### src/verilog/mode_trap_pkg.sv
// Package of constants for the mode, trap and extended move execution block
package mode_trap_pkg;
    localparam int ADDR_W = 19;
    localparam int CHAR_W = 9;
    localparam int BANK_W = 12;
    localparam int SECTOR_W = 15;
    localparam logic [1:0] ADDR_MODE_2 = 2'h0;
    localparam logic [1:0] ADDR_MODE_3 = 2'h1;
    localparam logic [1:0] ADDR_MODE_4 = 2'h2;
    localparam logic [5:0] VAR_MODE_4_TRAP_S = 6'h3c;
    localparam int VAR_TRAP_BIT = 2;
    localparam int VAR_S_BIT = 3;
    localparam int VAR_SIZE_LO = 4;
    localparam int CH_DATA_LO = 0;
    localparam int CH_WM_BIT = 6;
    localparam int CH_IM_BIT = 7;
    localparam int CH_RM_BIT = 8;
    localparam logic [5:0] DATA_MASK = 6'h3f;
    localparam logic [2:0] DIR_DEC_ONE = 3'h0;
    localparam logic [2:0] DIR_INC_ONE = 3'h1;
    localparam logic [2:0] STOP_WM_RL = 3'h2;
    localparam logic [2:0] STOP_WM_LR = 3'h3;
    localparam logic [2:0] STOP_IM_RL = 3'h4;
    localparam logic [2:0] STOP_IM_LR = 3'h5;
    localparam logic [2:0] STOP_RM_RL = 3'h6;
    localparam logic [2:0] STOP_RM_LR = 3'h7;
    localparam logic [5:0] OP_MODE_CHANGE = 6'h01;
    localparam logic [5:0] OP_SEQ_SWAP = 6'h02;
    localparam logic [5:0] OP_EXT_MOVE = 6'h03;
    localparam logic [1:0] FMT_A = 2'h0;
    localparam logic [1:0] FMT_B = 2'h1;
    localparam logic [1:0] FMT_C = 2'h2;
    localparam logic [1:0] FMT_D = 2'h3;
    localparam logic [ADDR_W-1:0] ADDR_ONE = 19'h0_0001;
    localparam logic [ADDR_W-1:0] ADDR_ZERO = 19'h0_0000;
endpackage : mode_trap_pkg

### src/verilog/mem_port_if.sv
// Interface carrying the character memory port between merge unit and executor
`timescale 1ns/1ps
`default_nettype none
interface mem_port_if;
    import mode_trap_pkg::*;
    logic [CHAR_W-1:0] src_char;
    logic [CHAR_W-1:0] dst_char;
    logic [2:0]        sel;
    logic [CHAR_W-1:0] merged;
    modport exec (output src_char, output dst_char, output sel, input merged);
    modport merge (input src_char, input dst_char, input sel, output merged);
endinterface : mem_port_if
`default_nettype wire

### src/verilog/char_merge.sv
// Bit-class selective merge of a source character into a destination character
`timescale 1ns/1ps
`default_nettype none
module char_merge
    import mode_trap_pkg::*;
(
    mem_port_if.merge mp
);
    wire logic [5:0] data_bits;
    wire logic       wm_bit;
    wire logic       im_bit;
    wire logic       rm_bit;
    // Unselected classes keep the destination bits
    assign data_bits = mp.sel[0] ? mp.src_char[5:0] : mp.dst_char[5:0];
    assign wm_bit    = mp.sel[1] ? mp.src_char[CH_WM_BIT] : mp.dst_char[CH_WM_BIT];
    assign im_bit    = mp.sel[2] ? mp.src_char[CH_IM_BIT] : mp.dst_char[CH_IM_BIT];
    // Record mark travels with the item-mark class
    assign rm_bit    = mp.sel[2] ? mp.src_char[CH_RM_BIT] : mp.dst_char[CH_RM_BIT];
    assign mp.merged = {rm_bit, im_bit, wm_bit, data_bits};
endmodule : char_merge
`default_nettype wire

### src/verilog/mode_trap_exec.sv
// Execution logic for mode change, sequence swap and extended move instructions
//
// The plain strobed memory port was decided locally.
`timescale 1ns/1ps
`default_nettype none
module mode_trap_exec
    import mode_trap_pkg::*;
(
    input  wire logic              clk,
    input  wire logic              rstn,
    input  wire logic              instr_valid,
    input  wire logic [5:0]        instr_op,
    input  wire logic              instr_op_im,
    input  wire logic              instr_op_rm,
    input  wire logic [1:0]        instr_fmt,
    input  wire logic [ADDR_W-1:0] instr_a_field,
    input  wire logic [ADDR_W-1:0] instr_b_field,
    input  wire logic [5:0]        instr_variant,
    input  wire logic [ADDR_W-1:0] instr_next_addr,
    output logic                   instr_ready,
    output logic                   instr_other,
    output logic [1:0]             addr_mode,
    output logic                   trap_mode,
    output logic                   special_mode,
    output logic [ADDR_W-1:0]      seq_ptr,
    output logic [ADDR_W-1:0]      alt_seq_ptr,
    output logic [ADDR_W-1:0]      a_reg,
    output logic [ADDR_W-1:0]      b_reg,
    output logic [5:0]             var_reg,
    output logic [ADDR_W-1:0]      mem_addr,
    output logic                   mem_rd,
    output logic                   mem_wr,
    output logic [CHAR_W-1:0]      mem_wdata,
    input  wire logic [CHAR_W-1:0] mem_rdata,
    output logic                   busy
);
    typedef enum logic [4:0] {
        S_IDLE  = 5'b0_0001,
        S_RDSRC = 5'b0_0010,
        S_RDDST = 5'b0_0100,
        S_WRITE = 5'b0_1000,
        S_STEP  = 5'b1_0000
    } state_e;

    state_e            state_q, state_d;
    logic [1:0]        mode_q;
    logic              trap_q;
    logic              spec_q;
    logic [ADDR_W-1:0] sr_q, csr_q, aar_q, bar_q;
    logic [5:0]        var_q;
    logic [CHAR_W-1:0] src_q, dst_q;
    logic              last_q;

    mem_port_if mp ();

    char_merge u_merge (
        .mp (mp)
    );

    // Width limit of an address field under a given mode, merged with the held base
    function automatic logic [ADDR_W-1:0] resolve_addr(
        input logic [1:0]        mode,
        input logic [ADDR_W-1:0] field,
        input logic [ADDR_W-1:0] base
    );
        logic [ADDR_W-1:0] r;
        r = field;
        unique case (mode)
            ADDR_MODE_2: r = {base[ADDR_W-1:BANK_W], field[BANK_W-1:0]};
            ADDR_MODE_3: r = {base[ADDR_W-1:SECTOR_W], field[SECTOR_W-1:0]};
            default:     r = field;
        endcase
        return r;
    endfunction : resolve_addr

    // Variant bits 5 and 4 pick the size; 00 and 40 both mean three characters
    // Trap and special bits never change the size, so bit 3 is not looked at here
    function automatic logic [1:0] mode_of_variant(input logic [5:0] v);
        logic [1:0] m;
        m = ADDR_MODE_3;
        unique case (v[5:4])
            2'h1:    m = ADDR_MODE_2;
            2'h3:    m = ADDR_MODE_4;
            default: m = ADDR_MODE_3;
        endcase
        return m;
    endfunction : mode_of_variant

    wire logic              trapped;
    wire logic              is_mode;
    wire logic              is_swap;
    wire logic              is_move;
    wire logic              accept;
    wire logic [ADDR_W-1:0] a_res;
    wire logic [ADDR_W-1:0] b_res;
    wire logic [5:0]        var_eff;
    wire logic [ADDR_W-1:0] a_src;
    wire logic [ADDR_W-1:0] b_dst;
    wire logic [2:0]        mv_hi;
    wire logic              mv_inc;
    wire logic              mv_single;
    wire logic              stop_hit;

    assign trapped   = trap_q && (instr_op_im || instr_op_rm);
    assign is_swap   = trapped || (instr_op == OP_SEQ_SWAP);
    assign is_mode   = !trapped && (instr_op == OP_MODE_CHANGE);
    assign is_move   = !trapped && (instr_op == OP_EXT_MOVE);
    assign accept    = instr_valid && (state_q == S_IDLE);
    assign a_res     = resolve_addr(mode_q, instr_a_field, aar_q);
    assign b_res     = resolve_addr(mode_q, instr_b_field, bar_q);
    // Formats: a full, b keep variant, c keep B too, d keep A as well
    assign var_eff   = (instr_fmt == FMT_A) ? instr_variant : var_q;
    assign b_dst     = (instr_fmt == FMT_C || instr_fmt == FMT_D) ? bar_q : b_res;
    assign a_src     = (instr_fmt == FMT_D) ? aar_q : a_res;
    assign mv_hi     = var_q[5:3];
    assign mv_inc    = mv_hi[0];
    assign mv_single = (mv_hi == DIR_DEC_ONE) || (mv_hi == DIR_INC_ONE);
    assign stop_hit  = ((mv_hi == STOP_WM_RL || mv_hi == STOP_WM_LR) && src_q[CH_WM_BIT])
                    || ((mv_hi == STOP_IM_RL || mv_hi == STOP_IM_LR) && src_q[CH_IM_BIT])
                    || ((mv_hi == STOP_RM_RL || mv_hi == STOP_RM_LR) && src_q[CH_RM_BIT]);

    assign mp.src_char = src_q;
    assign mp.dst_char = dst_q;
    assign mp.sel      = var_q[2:0];

    // Move sequencer
    always_comb begin
        state_d = state_q;
        unique case (state_q)
            S_IDLE:  if (accept && is_move) state_d = S_RDSRC;
            S_RDSRC: state_d = S_RDDST;
            S_RDDST: state_d = S_WRITE;
            S_WRITE: state_d = S_STEP;
            S_STEP:  state_d = last_q ? S_IDLE : S_RDSRC;
            default: state_d = S_IDLE;
        endcase
    end

    always_ff @(posedge clk or negedge rstn) begin
        if (!rstn) begin
            state_q <= S_IDLE;
        end else begin
            state_q <= state_d;
        end
    end

    // Mode flags from mode change
    always_ff @(posedge clk or negedge rstn) begin
        if (!rstn) begin
            mode_q <= ADDR_MODE_3;
            trap_q <= 1'b0;
            spec_q <= 1'b0;
        end else if (accept && is_mode) begin
            mode_q <= mode_of_variant(var_eff);
            trap_q <= var_eff[VAR_TRAP_BIT];
            spec_q <= var_eff[VAR_S_BIT];
        end
    end

    // Sequence and alternate pointers
    always_ff @(posedge clk or negedge rstn) begin
        if (!rstn) begin
            sr_q  <= ADDR_ZERO;
            csr_q <= ADDR_ZERO;
        end else if (accept && is_swap) begin
            sr_q  <= csr_q;
            csr_q <= instr_next_addr;
        end else if (accept) begin
            sr_q  <= instr_next_addr;
        end
    end

    // Operand and variant registers
    always_ff @(posedge clk or negedge rstn) begin
        if (!rstn) begin
            aar_q <= ADDR_ZERO;
            bar_q <= ADDR_ZERO;
            var_q <= 6'h00;
        end else if (accept && is_swap) begin
            if (instr_fmt != FMT_A) aar_q <= a_res;
            if (instr_fmt == FMT_C || instr_fmt == FMT_D) bar_q <= b_res;
            if (instr_fmt == FMT_D) var_q <= instr_variant;
        end else if (accept && is_move) begin
            aar_q <= a_src;
            bar_q <= b_dst;
            var_q <= var_eff;
        end else if (accept && is_mode && instr_fmt == FMT_A) begin
            var_q <= instr_variant;
        end else if (state_q == S_STEP) begin
            aar_q <= mv_inc ? aar_q + ADDR_ONE : aar_q - ADDR_ONE;
            bar_q <= mv_inc ? bar_q + ADDR_ONE : bar_q - ADDR_ONE;
        end
    end

    // Character capture and stop detection
    always_ff @(posedge clk or negedge rstn) begin
        if (!rstn) begin
            src_q  <= 9'h000;
            dst_q  <= 9'h000;
            last_q <= 1'b0;
        end else begin
            if (state_q == S_RDDST) src_q <= mem_rdata;
            if (state_q == S_WRITE) dst_q <= mem_rdata;
            if (state_q == S_WRITE) last_q <= mv_single || stop_hit;
        end
    end

    // Memory port: read issued one cycle before data is captured
    assign mem_rd      = (state_q == S_RDSRC) || (state_q == S_RDDST);
    assign mem_wr      = (state_q == S_STEP);
    assign mem_addr    = (state_q == S_RDSRC) ? aar_q : bar_q;
    assign mem_wdata   = mp.merged;
    assign instr_ready = (state_q == S_IDLE);
    assign instr_other = accept && !is_swap && !is_mode && !is_move;
    assign busy        = (state_q != S_IDLE);
    assign addr_mode    = mode_q;
    assign trap_mode    = trap_q;
    assign special_mode = spec_q;
    assign seq_ptr      = sr_q;
    assign alt_seq_ptr  = csr_q;
    assign a_reg        = aar_q;
    assign b_reg        = bar_q;
    assign var_reg      = var_q;
endmodule : mode_trap_exec
`default_nettype wire

### config.mk
export PLATFORM = sky130hd
export DESIGN_NAME = mode_trap_exec
export DESIGN_NICKNAME = d
export VERILOG_FILES = /design/src/verilog/mode_trap_pkg.sv /design/src/verilog/mem_port_if.sv /design/src/verilog/char_merge.sv /design/src/verilog/mode_trap_exec.sv
export SDC_FILE = /design/constraint.sdc
export NUM_CORES = 1
export LEC_CHECK = 0
export BUFFER_PORTS_ARGS = -buffer_cell sky130_fd_sc_hd__buf_2
export CORE_MARGIN = 3
export CORE_UTILIZATION = 55
export CTS_BUF_LIST = sky130_fd_sc_hd__clkbuf_2 sky130_fd_sc_hd__clkbuf_4 sky130_fd_sc_hd__clkbuf_8
export DETAILED_ROUTE_END_ITERATION = 10
export PLACE_DENSITY = 0.84
export SLEW_MARGIN = 15
export SYNTH_ARGS = -nofsm -noshare
export SYNTH_HDL_FRONTEND = slang
export SYNTH_SLANG_ARGS = --single-unit
### constraint.sdc
create_clock -name clk -period 6.1 [get_ports clk]
set_input_delay 0.61 -clock clk [delete_from_list [all_inputs] [get_ports clk]]
set_output_delay 0.61 -clock clk [all_outputs]
set_load 0.1 [all_outputs]
==> flow_summary.ini, run 1 <==
[routing]
viasPerCell = 5.73
first_pass_iters = 5
drt_iter0_drc = 441
routed_wl_microns = 19500
ant_nets = 0
drc = 0
wl_per_cell_microns = 17.3
vias = 6456

[timing]
rsz0062_at_grt = false
worst_slew_margin_rel = 0.272
setup_viol = 0
finalSetupTns_ns = 0
tightest_slew_ns = 1.09
maxSlewViolCount = 0
fin_crit_sh = 0.605
hold_violations = 0
worst_clock_skew_ns = 0.0120
fmax_ghz = 0.271
holdWs_ns = 0.217
min_period_ns = 3.69

[cts]
cts_setup_buffers = 0
worstSkewPairLatency_ns = 0.39
clockBufferDepth = 2
cts-hold-fix-buffers = 0
cts_resized = 0
clkSinkCount = 110
cts_tree = done
cts_root_buf = clkbuf_8
htreeDepth = 3
cts_made_buffers = 9
clkTransAtPathRegs_ns = 0.11

[synthesis]
async_flop_share = 1.00
syn_area_sq_um = 6840
syn_inst = 764
yosys.area.top_type = dfrtp_1
synth_seq_area_share = 0.403
synthTopCellsByArea = dfrtp_1 40%, nand2_1 8.5%, ha_1 6.2%, mux2_2 6.1%, a21oi_1 4.9%
post_synth.cell_area_avg_sq_um = 8.95
synth_fp_nets = 885
synthFlopType = dfrtp_1
yosys.area.top_type_share = 0.395
ys_types = 63
synth_edf_count = 0
yosysMostFrequentCell = nand2_1
yosys_register_bits = 110
synth_warnings = 0
yosys-top-cells-count = 154 x nand2_1, 108 x dfrtp_1, 67 x a21oi_1

[grt]
first_global_vias = 6156
antenna_found_initial = 2
grt_pass1_wl_microns = 31500
grt_max_degree = 68
track_usage = 0.282
grt-ovfl-total = 0

[setup_path]
critPathLaunchType = register
worst_setup_path_end_kind = output pin
worstSetupPathType = reg2out
required_ns = 5.49
arrival_ns = 3.08
worstPathMaxFanout = 23

[placement]
hpwl_microns = 14700
finalWeightedCongestion = 0.900
portBuffers = 203

[cells_and_area]
fin_nets = 1076
drive_above_1_share = 0.293
n_antenna_cell = 0
area_growth_pct = 20.5
fillers = 993

[floorplanning]
dieArea_sq_um = 13800
core-area_sq_um = 12100
initial_core_util = 0.567
io_pins = 204
rows = 40
die_y_microns = 118
fp.dieW_microns = 118

[job]
drv_cap = 0

[run_status]
status = complete, no violations

[hold_path]
hp-class = in2async
==> cells in the final DEF (no fill, tap or decap), types with 3 or more instances in the layout <==
master	instances
a211oi_1	9
a21o_1	21
a21oi_1	66
a22oi_1	4
a311oi_1	4
a31oi_1	7
and3_1	6
buf_2	202
buf_4	8
clkbuf_8	9
clkinv_1	3
dfrtp_1	108
ha_1	34
inv_1	15
mux2_2	37
mux2i_1	28
nand2_1	154
nand2b_1	6
nand3_1	12
nand4_1	3
nor2_1	55
nor2_2	3
nor2b_1	9
nor3_1	11
nor3b_1	4
nor4_1	3
o211ai_1	4
o21a_1	6
o21ai_0	45
o21bai_1	3
o221ai_1	3
o22ai_1	7
xnor2_1	17
xor2_1	9
==> worst paths after layout <==
kind,slack (ns),cells past startpoint,end,start
worst max-delay path,2.41,6,mem_addr[7],state_q[0]$_DFFE_PN1P_
worst min-delay path,0.22,1,a_reg[10]$_DFFE_PN0P_,rstn
worst max register to register,2.70,11,b_reg[11]$_DFFE_PN0P_,var_reg[3]$_DFFE_PN0P_
worst min register to register,0.48,2,mp.src_char[2]$_DFFE_PN0N_,mp.src_char[2]$_DFFE_PN0N_
max in group asynchronous,4.63,2,mp.src_char[7]$_DFFE_PN0N_,rstn
min in group clk,0.42,3,dst_q[2]$_DFFE_PN0N_,mem_rdata[2]
==> final cells by class <==
class	instances	area, sq um	area share
flip-flops and latches	110	2760	0.334
well taps	168	210	0.0255
repair buffers	210	1070	0.130
inverters	18	67.6	0.00820
clock buffers	9	124	0.0150
multi-input cells	606	3910	0.475
clock inverters	6	100	0.0122
==> kinds of logic (layout without fill, tap and decap cells) <==
kind of cell,Yosys count,count (layout),synth area share
compound gates,202,202,0.184
xor+xnor,26,26,0.0333
fa+ha+maj,36,36,0.0681
buf+inv,48,243,0.0296
flops,110,110,0.403
mux,65,65,0.102
simple gates,277,277,0.180
==> worst max-delay path: stages, from the launching register on <==
cell and delay, ns:
dfstp_2 0.55, inv_1 0.05, nand3_1 0.66, clkinv_1 0.74
nand2_1 0.33, nand2_1 0.07, buf_2 0.29
==> layer usage <==
layer  share of wire  global-route usage  wire [microns]
met5         0.00072                   0              14
met2            0.47               0.464            9230
met4           0.026               0.106             518
met1            0.42               0.368            8300
met3           0.076              0.0596            1480
==> metrics by stage <==
| step | std cells | util | worst slack [ns] | cell area [sq um] |
|---|---|---|---|---|
| 3_3_place_gp | 1112 | 0.664 | 2.29 | 8010 |
| 5_1_grt | 1127 | 0.683 | 2.20 | 8240 |
| 3_5_place_dp | 1112 | 0.664 | 2.19 | 8010 |
| 6_report | 1127 | 0.683 | 2.41 | 8240 |
| 2_1_floorplan | 764 | - | 2.06 | 6840 |
| 4_1_cts | 1127 | 0.683 | 2.41 | 8240 |
Power of run 1 is not shown: default switching activity piles up to over one toggle a cycle in this logic, so the estimate is an artifact.
==> run 2, diff against run 1 <==
--- a/config.mk
+++ b/config.mk
@@ -7,10 +7,10 @@
 export LEC_CHECK = 0
 export BUFFER_PORTS_ARGS = -buffer_cell sky130_fd_sc_hd__buf_2
 export CORE_MARGIN = 3
-export CORE_UTILIZATION = 55
+export CORE_UTILIZATION = 54
 export CTS_BUF_LIST = sky130_fd_sc_hd__clkbuf_2 sky130_fd_sc_hd__clkbuf_4 sky130_fd_sc_hd__clkbuf_8
 export DETAILED_ROUTE_END_ITERATION = 10
-export PLACE_DENSITY = 0.84
+export PLACE_DENSITY = 0.83
 export SLEW_MARGIN = 15
 export SYNTH_ARGS = -nofsm -noshare
 export SYNTH_HDL_FRONTEND = slang
==> constraint.sdc (replaced) <==
create_clock -name clk -period 3.5 [get_ports clk]
set_input_delay 0.35 -clock clk [delete_from_list [all_inputs] [get_ports clk]]
set_output_delay 0.35 -clock clk [all_outputs]
set_load 0.1 [all_outputs]
==> run 2 against run 1 <==
  * Via count decreased by 0.48%
  * Sequential share of layout area decreased by 0.13 points
  * Sequential cell count unchanged
  * Critical path depth increased by 4
  * Non-clock buffer count increased by 8
  * Global-route usage decreased by 0.71 points
  * Clock-buffer cell count unchanged
  * Highest routed layer unchanged
  * Hold slack got worse by 0.087 ns
  * Final cell count increased by 0.80%
==> flow_summary.ini, run 2 (synthesis results as in run 1) <==
[timing]
setup_slack_ns = 0.325
maxSlewViolCount = 0
hold_violations = 0
fmax_ghz = 0.315
min_period_ns = 3.17
worst_clock_skew_ns = 0.0147
tightest_slew_ns = 1.05
setup_viol = 0
rsz0062_at_grt = false
fin_crit_sh = 0.907
worst_slew_margin_rel = 0.302

[grt]
grt-ovfl-total = 0
track_usage = 0.275
antenna_found_initial = 3
grt_pass1_wl_microns = 31400
grt_max_degree = 82
first_global_vias = 6102

[setup_path]
slowest_delay_ns = 0.50
cp_num_buf_inv = 2
crit_chain = inv_1 -> buf_4 -> ha_1 -> o21a_1 -> o21ai_0 -> a21oi_1 -> or3_1 -> a31oi_1 -> mux2_2 -> o21ai_0
required_ns = 3.82
critPathLaunchType = register
worstSetupPathType = reg2reg
arrival_ns = 3.49
crit_cells = 10
reg2regPathDepth = 10
worstPathMaxFanout = 19
cpLargestDelayFamily = compound AO/OA/AOI/OAI gates
critPathSlowestCell = dfrtp_2
worst_path_most_repeated_cell = o21ai_0
worst_setup_path_end_kind = register

[cells_and_area]
fin_nets = 1084
mostFrequentLayoutCells = 202 x buf_2, 154 x nand2_1, 107 x dfrtp_1
n_antenna_cell = 0
drive_above_1_share = 0.301
area_growth_pct = 21.0
layout_commonest_cell = buf_2

[hold_path]
hp-class = in2async

[floorplanning]
fp.dieW_microns = 119
core-area_sq_um = 12200
initial_core_util = 0.560
rows = 40
io_pins = 204
die_y_microns = 119
dieArea_sq_um = 14100

[cts]
cts_resized = 0
cts_made_buffers = 9
worstSkewPairLatency_ns = 0.40
cts_setup_buffers = 0
clockBufferDepth = 2
cts_tree = done
cts-hold-fix-buffers = 0
clkTransAtPathRegs_ns = 0.12
cts_root_buf = clkbuf_8
htreeDepth = 3
clkSinkCount = 110

[routing]
first_pass_iters = 5
viasPerCell = 5.66
vias = 6425
drc = 0
routed_wl_microns = 19400
ant_nets = 0
wl_per_cell_microns = 17.1
drt_iter0_drc = 487

[placement]
finalWeightedCongestion = 0.925
portBuffers = 203
hpwl_microns = 14600
place_ws_ns = 0.364

[job]
drv_cap = 0

[run_status]
status = complete, no violations
==> run 2: changes by cell type in the layout (fill, tap and decap cells not counted), sizes merged <==
cell | previous run | this run
clkinv | 3 | 6
bufinv | 2 | 0
buf | 210 | 218
==> run 2: stage by stage <==
stage          utilization  cells  instance area, sq um  hold slack [ns]  TNS (ns)
3_5_place_dp         0.661   1120                  8080            0.458         0
6_report             0.677   1136                  8270            0.130         0
3_3_place_gp         0.661   1120                  8080            0.452         0
2_1_floorplan            -    764                  6840           0.0544   -0.0563
5_1_grt              0.677   1136                  8270            0.152         0
4_1_cts              0.677   1136                  8270            0.140         0
==> run 2: final cells by class <==
type / count / area (sq um)
flip-flops and latches: 110 / 2760
repair buffers: 218 / 1130
inverters: 18 / 67.6
clock inverters: 7 / 73.8
multi-input cells: 606 / 3910
clock buffers: 9 / 124
fillers: 1015 / 3940
well taps: 168 / 210
==> run 2: worst reg2reg max path: stages (launching register included) <==
cell and delay (ns):
dfrtp_2 0.50, inv_1 0.25, buf_4 0.31, ha_1 0.31, o21a_1 0.14, o21ai_0 0.29
a21oi_1 0.17, or3_1 0.42, a31oi_1 0.23, mux2_2 0.35, o21ai_0 0.13
==> run 2: final timing paths <==
check | startpoint | slack (ns) | end
worst max-delay path | var_reg[3]$_DFFE_PN0P_ | 0.33 | b_reg[16]$_DFFE_PN0P_
worst min-delay path | rstn | 0.13 | a_reg[8]$_DFFE_PN0P_
worst max register to register | var_reg[3]$_DFFE_PN0P_ | 0.33 | b_reg[16]$_DFFE_PN0P_
worst min register to register | dst_q[3]$_DFFE_PN0N_ | 0.48 | dst_q[3]$_DFFE_PN0N_
max in group asynchronous | rstn | 2.53 | var_reg[0]$_DFFE_PN0P_
min in group clk | mem_rdata[4] | 0.16 | dst_q[4]$_DFFE_PN0N_
==> run 2: metal layers <==
layer  GRT usage  wire length, microns
met3      0.0670                  1520
met5           0                    28
met1       0.362                  8340
met2       0.453                  9250
met4      0.0746                   312
Power of run 2 is left out for the same reason.
